File: src/hw/ep_select_pkg.sv
/*
 * Shared constants for the endpoint buffer select block: link register
 * offsets, field positions, reset values, host-side register map and timing.
 * Assumes a single 250 MHz clock shared by both ends of the link.
 */
package ep_select_pkg;

	localparam int EP_NUM_W = 3;
	localparam int BUF_IDX_W = EP_NUM_W + 1;
	localparam int BUF_COUNT = 1 << BUF_IDX_W;

	// device registers on the link
	localparam logic [7:0] OFF_FUNC = 8'h28;
	localparam logic [7:0] OFF_SEL = 8'h2C;

	// endpoint_select fields
	localparam int SEL_SETUP_BIT = 5;
	localparam int SEL_NUM_LSB = 1;
	localparam int SEL_NUM_MSB = 3;
	localparam int SEL_DIR_BIT = 0;
	localparam logic [7:0] SEL_RESET = 8'h20;
	localparam logic [7:0] SEL_RSV_MASK = 8'hD0;

	// endpoint_function_control fields
	localparam int FUNC_CLEAR_BIT = 4;
	localparam int FUNC_VALIDATE_BIT = 3;
	localparam int FUNC_DSE_BIT = 2;
	localparam int FUNC_STATUS_BIT = 1;
	localparam int FUNC_STALL_BIT = 0;
	localparam logic [7:0] FUNC_RESET = 8'h00;
	localparam logic [7:0] FUNC_RSV_MASK = 8'hE0;

	// settle time after an endpoint_select write
	localparam int CLK_PERIOD_NS = 4;
	localparam int SETTLE_NS = 400;
	localparam int SETTLE_CYC = (SETTLE_NS + CLK_PERIOD_NS - 1) / CLK_PERIOD_NS;
	localparam int SETTLE_W = 8;

	// host-side Wishbone registers
	localparam logic [7:0] HOFF_CTRL = 8'h00;
	localparam logic [7:0] HOFF_SEL = 8'h04;
	localparam logic [7:0] HOFF_FUNC = 8'h08;
	localparam logic [7:0] HOFF_DMA = 8'h0C;
	localparam logic [7:0] HOFF_STATUS = 8'h10;
	localparam int CTRL_DO_SEL = 0;
	localparam int CTRL_DO_FUNC = 1;
	localparam int CTRL_DO_READ = 2;
	localparam int CTRL_DBL_CLEAR = 3;
	localparam int DMA_EN_BIT = 3;
	localparam int STAT_BUSY = 0;
	localparam int STAT_ERR_CONFLICT = 1;
	localparam int STAT_ERR_ORDER = 2;
	localparam int STAT_READBACK_LSB = 8;

	typedef enum logic [2:0] {
		H_IDLE = 3'b000,
		H_SEL = 3'b001,
		H_SETTLE = 3'b011,
		H_FUNC = 3'b010,
		H_READ = 3'b110,
		H_WAITR = 3'b111
	} host_state_e;

endpackage

File: src/hw/ep_link_if.sv
/*
 * Parallel register link between the microcontroller end and the device end.
 * Assumes both ends run on the same clock; req is a one-cycle request.
 */
`timescale 1ns/1ps
`default_nettype none
interface ep_link_if;
	logic req;
	logic we;
	logic [7:0] addr;
	logic [7:0] wdata;
	logic [7:0] rdata;
	logic rvalid;

	modport device (input req, input we, input addr, input wdata, output rdata, output rvalid);
	modport host (output req, output we, output addr, output wdata, input rdata, input rvalid);
endinterface
`default_nettype wire

File: src/hw/ep_select_host.sv
/*
 * Microcontroller end: takes orders over a classic Wishbone slave and
 * drives the link with select writes, control function writes and reads.
 * Assumes one clock shared with the device; Wishbone data is 32 bits.
 */
`timescale 1ns/1ps
`default_nettype none
module ep_select_host
	import ep_select_pkg::*;
(
	input wire logic clk_i,
	input wire logic rst_i,
	input wire logic wb_cyc_i,
	input wire logic wb_stb_i,
	input wire logic wb_we_i,
	input wire logic [7:0] wb_adr_i,
	input wire logic [31:0] wb_dat_i,
	input wire logic [3:0] wb_sel_i,
	output logic [31:0] wb_dat_o,
	output logic wb_ack_o,
	ep_link_if.host link
);
	host_state_e state_ff;
	host_state_e nxt_state;
	logic [7:0] selv_ff;
	logic [7:0] nxt_selv;
	logic [7:0] funcv_ff;
	logic [7:0] nxt_funcv;
	logic [3:0] dma_ff;
	logic [3:0] nxt_dma;
	logic [3:0] ops_ff;
	logic [3:0] nxt_ops;
	logic [1:0] pass_ff;
	logic [1:0] nxt_pass;
	logic [SETTLE_W-1:0] cnt_ff;
	logic [SETTLE_W-1:0] nxt_cnt;
	logic selected_ff;
	logic nxt_selected;
	logic err_conf_ff;
	logic nxt_err_conf;
	logic err_order_ff;
	logic nxt_err_order;
	logic [7:0] readback_ff;
	logic [7:0] nxt_readback;
	logic ack_ff;
	logic nxt_ack;
	logic [31:0] dat_ff;
	logic [31:0] nxt_dat;
	logic req_ff;
	logic nxt_req;
	logic we_ff;
	logic nxt_we;
	logic [7:0] addr_ff;
	logic [7:0] nxt_addr;
	logic [7:0] wdata_ff;
	logic [7:0] nxt_wdata;
	logic wb_wr;
	logic [7:0] fval;

	always_comb
	begin
		nxt_state = state_ff;
		nxt_selv = selv_ff;
		nxt_funcv = funcv_ff;
		nxt_dma = dma_ff;
		nxt_ops = ops_ff;
		nxt_pass = pass_ff;
		nxt_cnt = cnt_ff;
		nxt_selected = selected_ff;
		nxt_err_conf = err_conf_ff;
		nxt_err_order = err_order_ff;
		nxt_readback = readback_ff;
		nxt_req = 1'b0;
		nxt_we = we_ff;
		nxt_addr = addr_ff;
		nxt_wdata = wdata_ff;
		fval = funcv_ff;

		// registered ack: request answered one cycle after it appears
		nxt_ack = wb_cyc_i && wb_stb_i && !ack_ff;
		wb_wr = wb_cyc_i && wb_stb_i && wb_we_i && ack_ff && wb_sel_i[0];
		nxt_dat = dat_ff;
		if (nxt_ack)
		begin
			case (wb_adr_i)
				HOFF_CTRL: nxt_dat = {28'h0000000, ops_ff};
				HOFF_SEL: nxt_dat = {24'h000000, selv_ff};
				HOFF_FUNC: nxt_dat = {24'h000000, funcv_ff};
				HOFF_DMA: nxt_dat = {28'h0000000, dma_ff};
				HOFF_STATUS: nxt_dat = {16'h0000, readback_ff, 5'h00, err_order_ff,
					err_conf_ff, (state_ff != H_IDLE)};
				default: nxt_dat = 32'h00000000;
			endcase
		end
		if (wb_wr && state_ff == H_IDLE)
		begin
			case (wb_adr_i)
				HOFF_SEL: nxt_selv = wb_dat_i[7:0];
				HOFF_FUNC: nxt_funcv = wb_dat_i[7:0];
				HOFF_DMA: nxt_dma = wb_dat_i[3:0];
				HOFF_CTRL:
				begin
					nxt_ops = wb_dat_i[3:0];
					nxt_err_conf = 1'b0;
					nxt_err_order = 1'b0;
					nxt_pass = 2'h0;
					if (wb_dat_i[CTRL_DO_SEL])
					begin
						// refuse a select that names the DMA endpoint
						if (dma_ff[DMA_EN_BIT] &&
							selv_ff[SEL_NUM_MSB:SEL_NUM_LSB] == dma_ff[2:0])
						begin
							nxt_err_conf = 1'b1;
						end
						else
						begin
							nxt_state = H_SEL;
						end
					end
					else if (wb_dat_i[CTRL_DO_FUNC] || wb_dat_i[CTRL_DO_READ])
					begin
						if (!selected_ff)
						begin
							nxt_err_order = 1'b1;
						end
						else if (wb_dat_i[CTRL_DO_FUNC])
						begin
							nxt_state = H_FUNC;
						end
						else
						begin
							nxt_state = H_READ;
						end
					end
				end
				default: nxt_state = state_ff;
			endcase
		end

		case (state_ff)
			H_IDLE: nxt_req = 1'b0;
			H_SEL:
			begin
				nxt_req = 1'b1;
				nxt_we = 1'b1;
				nxt_addr = OFF_SEL;
				// e.g. 8'h02 reaches endpoint 1 OUT
				nxt_wdata = (selv_ff & ~SEL_RSV_MASK) | (SEL_RESET & SEL_RSV_MASK);
				nxt_selected = 1'b1;
				nxt_cnt = SETTLE_W'(SETTLE_CYC);
				nxt_state = H_SETTLE;
			end
			H_SETTLE:
			begin
				// no link access at all until the select has settled
				nxt_cnt = cnt_ff - SETTLE_W'(1);
				if (cnt_ff == SETTLE_W'(1))
				begin
					if (ops_ff[CTRL_DO_FUNC])
					begin
						nxt_state = H_FUNC;
					end
					else if (ops_ff[CTRL_DO_READ])
					begin
						nxt_state = H_READ;
					end
					else
					begin
						nxt_state = H_IDLE;
					end
				end
			end
			H_FUNC:
			begin
				fval = (funcv_ff & ~FUNC_RSV_MASK) | (FUNC_RESET & FUNC_RSV_MASK);
				if (ops_ff[CTRL_DBL_CLEAR])
				begin
					// set, release, set, release empties both halves
					fval[FUNC_CLEAR_BIT] = !pass_ff[0];
				end
				nxt_req = 1'b1;
				nxt_we = 1'b1;
				nxt_addr = OFF_FUNC;
				nxt_wdata = fval;
				nxt_pass = pass_ff + 2'h1;
				if (!ops_ff[CTRL_DBL_CLEAR] || pass_ff == 2'h3)
				begin
					nxt_state = ops_ff[CTRL_DO_READ] ? H_READ : H_IDLE;
				end
			end
			H_READ:
			begin
				nxt_req = 1'b1;
				nxt_we = 1'b0;
				nxt_addr = OFF_FUNC;
				nxt_state = H_WAITR;
			end
			H_WAITR:
			begin
				if (link.rvalid)
				begin
					nxt_readback = link.rdata;
					nxt_state = H_IDLE;
				end
			end
			default: nxt_state = H_IDLE;
		endcase
	end

	always_ff @(posedge clk_i)
	begin
		if (rst_i)
		begin
			state_ff <= H_IDLE;
			selv_ff <= SEL_RESET;
			funcv_ff <= FUNC_RESET;
			dma_ff <= 4'h0;
			ops_ff <= 4'h0;
			pass_ff <= 2'h0;
			cnt_ff <= '0;
			selected_ff <= 1'b0;
			err_conf_ff <= 1'b0;
			err_order_ff <= 1'b0;
			readback_ff <= 8'h00;
			ack_ff <= 1'b0;
			dat_ff <= 32'h00000000;
			req_ff <= 1'b0;
			we_ff <= 1'b0;
			addr_ff <= 8'h00;
			wdata_ff <= 8'h00;
		end
		else
		begin
			state_ff <= nxt_state;
			selv_ff <= nxt_selv;
			funcv_ff <= nxt_funcv;
			dma_ff <= nxt_dma;
			ops_ff <= nxt_ops;
			pass_ff <= nxt_pass;
			cnt_ff <= nxt_cnt;
			selected_ff <= nxt_selected;
			err_conf_ff <= nxt_err_conf;
			err_order_ff <= nxt_err_order;
			readback_ff <= nxt_readback;
			ack_ff <= nxt_ack;
			dat_ff <= nxt_dat;
			req_ff <= nxt_req;
			we_ff <= nxt_we;
			addr_ff <= nxt_addr;
			wdata_ff <= nxt_wdata;
		end
	end

	assign wb_ack_o = ack_ff;
	assign wb_dat_o = dat_ff;
	assign link.req = req_ff;
	assign link.we = we_ff;
	assign link.addr = addr_ff;
	assign link.wdata = wdata_ff;
endmodule
`default_nettype wire

File: src/flat_wrapper.sv
// flat-port wrapper written by rule: the top's interface ports become plain ports
module ep_select_host_flat import ep_select_pkg::*;
  (clk_i, rst_i, wb_cyc_i, wb_stb_i, wb_we_i, wb_adr_i, wb_dat_i, wb_sel_i, wb_dat_o, wb_ack_o, link_req, link_we, link_addr, link_wdata, link_rdata, link_rvalid);
  ep_link_if link_i ();
  input wire logic clk_i;
  input wire logic rst_i;
  input wire logic wb_cyc_i;
  input wire logic wb_stb_i;
  input wire logic wb_we_i;
  input wire logic [7:0] wb_adr_i;
  input wire logic [31:0] wb_dat_i;
  input wire logic [3:0] wb_sel_i;
  output logic [31:0] wb_dat_o;
  output logic wb_ack_o;
  output wire logic [$bits(link_i.req)-1:0] link_req;
  output wire logic [$bits(link_i.we)-1:0] link_we;
  output wire logic [$bits(link_i.addr)-1:0] link_addr;
  output wire logic [$bits(link_i.wdata)-1:0] link_wdata;
  input wire logic [$bits(link_i.rdata)-1:0] link_rdata;
  input wire logic [$bits(link_i.rvalid)-1:0] link_rvalid;
  assign link_req = link_i.req;
  assign link_we = link_i.we;
  assign link_addr = link_i.addr;
  assign link_wdata = link_i.wdata;
  assign link_i.rdata = link_rdata;
  assign link_i.rvalid = link_rvalid;
  ep_select_host u_core (.clk_i(clk_i), .rst_i(rst_i), .wb_cyc_i(wb_cyc_i), .wb_stb_i(wb_stb_i), .wb_we_i(wb_we_i), .wb_adr_i(wb_adr_i), .wb_dat_i(wb_dat_i), .wb_sel_i(wb_sel_i), .wb_dat_o(wb_dat_o), .wb_ack_o(wb_ack_o), .link(link_i));
endmodule
File: config.mk
export PLATFORM = sky130hd
export DESIGN_NAME = ep_select_host_flat
export DESIGN_NICKNAME = d
export VERILOG_FILES = /design/src/hw/ep_select_pkg.sv /design/src/hw/ep_link_if.sv /design/src/hw/ep_select_host.sv /design/src/flat_wrapper.sv
export SDC_FILE = /design/constraint.sdc
export NUM_CORES = 1
export LEC_CHECK = 0
export ABC_CLOCK_PERIOD_IN_PS = 3410
export BUFFER_PORTS_ARGS = -buffer_cell sky130_fd_sc_hd__buf_4
export CORE_UTILIZATION = 45
export DETAILED_ROUTE_END_ITERATION = 8
export PLACE_DENSITY = 0.71
export SLEW_MARGIN = 0
export SYNTH_ARGS = -nofsm -noshare
export SYNTH_HDL_FRONTEND = slang
export SYNTH_SLANG_ARGS = --single-unit
File: constraint.sdc
create_clock -name clk_i -period 3.41 [get_ports clk_i]
set_input_delay 0.341 -clock clk_i [delete_from_list [all_inputs] [get_ports clk_i]]
set_output_delay 0.341 -clock clk_i [all_outputs]
set_load 0.01 [all_outputs]
Yosys cells after proc, flatten, opt, wreduce, memory -nomap -nowiden
Index checks and enable logic that the tools add are counted.
{ "totals": {"ff_bits": 99, "input_bits": 58, "output_inout_bits": 51, "word_cells": 89} }
{ "classes": {"add_sub_neg": 2, "eq_ne": 12, "mux": 28, "reduce_logical": 30} }
{ "ops": {"columns": ["cell", "n"], "rows": [
  ["case mux 16 bit (5 select lines)", 1],
  ["case mux 8 bit (2 select lines)", 3],
  ["two-way mux 3 bit", 12],
  ["case mux 3 bit (6 select lines)", 1],
  ["== test 8 x 4 -> 1 bit, second input constant", 2],
  ["AND reduction 2 bit", 6],
  ["nonzero test 2 bit", 6],
  ["== test 8 x 1 -> 1 bit, second input constant", 1],
  ["== test 8 x 3 -> 1 bit, second input constant", 1],
  ["== test 8 x 5 -> 1 bit, second input constant", 1],
  ["zero test 8 bit", 1],
  ["subtractor 8 x 1 -> 8 bit, second input constant", 1],
  ["logical AND 1 bit", 7],
  ["two-way mux 1 bit", 7],
  ["== test 3 x 2 -> 1 bit, second input constant", 2],
  ["== test 3 bit, second input constant", 2],
  ["two-way mux 2 bit", 3],
  ["OR reduction 2 bit", 2],
  ["== test 3 x 1 -> 1 bit, second input constant", 1],
  ["== test 3 bit", 1],
  ["zero test 1 bit", 3],
  ["zero test 3 bit", 1],
  ["nonzero test 3 bit", 1],
  ["OR reduction 3 bit", 1],
  ["other kinds (4)", 5]
]} }

Logic depth before layout (Yosys ltp)
{ "depth": {"depth_word": 8, "depth_mapped": 6, "mapped_depth_nobuf": 6} }

Least setup slack after synthesis
No wires, ideal clock.
{ "synth_path": {"path_kind": "register -> register", "from": "register u_core.state_ff[2]", "to": "register u_core.funcv_ff[2]", "setup_ps": 132, "t_arrival_ps": 1713, "required_time_ps": 3278, "slack_ps": 1564, "stages_incl_launch_ff": 7, "path_buffers": 2, "period_less_slack_ps": 1846, "cell_sequence": "dfxtp_1 or3_4 or3_1 buf_2 buf_2 o31ai_1 a21oi_1"} }
{ "synth_via": {"elab_chain_len": 3} }
{ "synth_rtl": {"columns": ["element", "line_no", "text"], "rows": [
  ["from (decl)", "ep_select_host.sv:23", "host_state_e state_ff;"],
  ["from (signal assigned)", "ep_select_host.sv:234", "state_ff <= nxt_state;"],
  ["zero test 3 bit", "ep_select_host.sv:95", "if (wb_wr && state_ff == H_IDLE)"],
  ["logical AND 1 bit", "ep_select_host.sv:95", null],
  ["AND reduction 2 bit (no line)", null, null],
  ["to (signal assigned)", "ep_select_host.sv:236", "funcv_ff <= nxt_funcv;"],
  ["to (decl)", "ep_select_host.sv:27", "logic [7:0] funcv_ff;"]
]} }
Every way passes these cells.
A chain may end at the register's enable or synchronous reset.

Final worst setup path
{ "layout_path": {"from": "register u_core.state_ff[2]", "to": "register u_core.funcv_ff[4]"} }
The elaborated chain is that of the path after synthesis.

==> results_dict.tcl <==
set metrics [dict create \
    maxSlewHeadroom_pct 38.6 \
    first_global_vias 2971 \
    diodes 0 \
    postSynthAreaPerCell_um2 8.46 \
    coreArea_um2 7770 \
    powerDensity_nw_per_um2 468 \
    arrival_ps 2520 \
    grt_pass1_wl_um 14200 \
    vias 3280 \
    cts_setup_buffers 0 \
    netlist.area_leader.share_pct 41.5 \
    dp_hpwl_um 5800 \
    setup-violations-final 0 \
    grt-ovfl-total 0 \
    worstSetupPathType "register to register" \
    gp_congestion 0.878 \
    yosysUniqueCellTypes 52 \
    area_growth_pct 16.8 \
    synth_flop_cell "dfxtp_1" \
    clk_pin_slew_ps 80 \
    rows 32 \
    port_buffers 58 \
    maxCapViolCount 0 \
    nets 529 \
    fin_tns_setup_ps 0 \
    die_y_um 91.7 \
    synth_top_cell_by_area "dfxtp_1" \
    cts.htree.levels 3 \
    route.antenna.remaining_nets 0 \
    clk_path_buf_depth 2 \
    hold_buffers 0 \
    grt_usage_pct 20.9 \
    ios 109 \
    drc 0 \
    cts.sinks 75 \
    cts-root-buf "clkbuf_8" \
    final-max-slew-violation-count 0 \
    hold_path.class "input port to register" \
    synth-seq-cells 75 \
    routed_wl_um 8670 \
    via_per_inst 5.70 \
    fillers 743 \
    clock_latency_ps 350 \
    fin_crit_sh_pct 67.6 \
    clock_skew_ps 8.56 \
    min_period_ps 2300 \
    rsz0062_at_grt "no" \
    cts_tree "done" \
    grt_max_degree 76 \
    synth-async-reset-ratio_pct 0 \
    dieArea_um2 8410 \
    end_kind "register" \
    power_mw 1.98 \
    cp.required_ps 3620 \
    synth_area_leaders "dfxtp_1 (41%), a21oi_1 (6.8%), buf_4 (5.0%), o31ai_1 (4.1%), nand2_1 (4.0%)" \
    status "completed" \
    drt_iter0_drc 165 \
    hold_viol 0 \
    wire_per_inst_um 15.1 \
    yosysWarnings 0 \
    grt_antenna_before_repair 0 \
    ys_seq_area_share_pct 41.5 \
    worst_setup_path_start_kind "register" \
    syn_area_um2 3620 \
    synth_edf_count 0 \
    fmax_ghz 0.434 \
    crit_fanout 17 \
    drt-pass1-iter-count 4 \
    numCtsBuffers 9 \
    power.leakage_nw 1.53 \
    synth_cells 428 \
    start_util_pct 46.6 \
    layout-drive-gt1-share_pct 19.7 \
    place_area_um2 3990 \
    cts_resized 0 \
    chipWidth_um 91.7 \
    stdcell_area_um2 4230 \
    vdd_drop_max_mv 0.273 \
    worst_slew_pin_slew_ps 919 \
]
==> worst max-delay path, cell delays in order (launching register included) <==
cell	delay [ps]
dfxtp_1	460
or3_4	460
or3_1	560
buf_4	290
o31ai_1	290
a21oi_1	100
==> cell usage in the layout (no fill, tap or decap), types with 8 or more instances in the layout <==
cell and instances:
a21oi_1 49, a22oi_1 9, conb_1 23, inv_1 10, o31ai_1 20, nand2_1 39
nor2_1 36, nand3_1 13, nand4_1 22, o21ai_0 8, dfxtp_1 75, buf_4 63
clkbuf_8 9
==> metal layers <==
| layer | share of wire, % | global-route usage, % |
|---|---|---|
| met5 | 0 | 0 |
| met4 | 1.0 | 4.30 |
| met3 | 5.6 | 5.31 |
| met2 | 49 | 35.4 |
| met1 | 44 | 26.9 |
==> cell usage after synthesis, types with 4 or more instances <==
library cell   n
a311oi_1       6
buf_2          6
a21oi_1       49
mux4_2         4
nor3_1         5
clkbuf_1      21
a22o_1         4
buf_1          4
a22oi_1        9
o21ai_0        8
nand3_1       13
nand2_1       39
o31ai_1       20
nand4_1       22
a211oi_1       4
nor2_1        36
buf_4         24
nor4bb_1       4
inv_1         10
a31oi_1        5
dfxtp_1       75
nand2b_1       5
==> final cells by class <==
type                    count  area [um^2]  area share, %
clock inverters             6          114           2.69
repair buffers             63          473           11.2
well taps                 102          128           3.02
inverters                  10         37.5          0.887
clock buffers              10          128           3.02
flip-flops and latches     75         1500           35.5
multi-input cells         309         1850           43.7
==> path summary, 6_finish.rpt <==
check	startpoint	endpoint	slack, ps	cells past startpoint
min reg2reg	u_core.readback_ff[4]$_SDFFE_PP0P_	u_core.readback_ff[4]$_SDFFE_PP0P_	460	2
min	link_rdata[4]	u_core.readback_ff[4]$_SDFFE_PP0P_	230	3
max reg2reg	u_core.state_ff[2]$_SDFF_PP0_	u_core.funcv_ff[4]$_SDFFE_PP0P_	1110	5
max	u_core.state_ff[2]$_SDFF_PP0_	u_core.funcv_ff[4]$_SDFFE_PP0P_	1110	5
==> per-stage QoR <==
step	cells	hold WS, ps	utilization (%)	setup WS (ps)
2_1_floorplan	450	436	-	1560
3_3_place_gp	559	442	51.4	1180
3_5_place_dp	559	447	51.4	1160
4_1_cts	575	226	54.5	1130
5_1_grt	575	239	54.5	959
6_report	575	235	54.5	1110
==> state kept, by name (all words and copies together) (netlist names), 2 cells and up <==
signal and flops:
u_core.wb_dat_o 16, u_core.cnt_ff 8, u_core.funcv_ff 8, u_core.readback_ff 8, u_core.selv_ff 8, u_core.link.wdata 6
u_core.dma_ff 4, u_core.ops_ff 4, u_core.state_ff 3, u_core.link.addr 2, u_core.pass_ff 2
==> report_power, final <==
group / leakage, nW / total (mW) / switching, mW / internal [mW]
Combinational: 0.811 / 0.231 / 0.134 / 0.0967
Sequential: 0.605 / 0.930 / 0.0263 / 0.904
Clock: 0.113 / 0.820 / 0.333 / 0.487
==> cell families after synthesis <==
| group | share of synthesized area (%) |
|---|---|
| and+or+nand+nor | 22.0 |
| AOI/OAI and AO/OA | 21.3 |
| DFF | 41.5 |
| buffers and inverters | 9.74 |
| muxes | 3.70 |
| adders and majority gates | 1.04 |
| xor gates and xnor gates | 0.726 |
| other | 0.104 |
(Power assumes the default switching activity.)
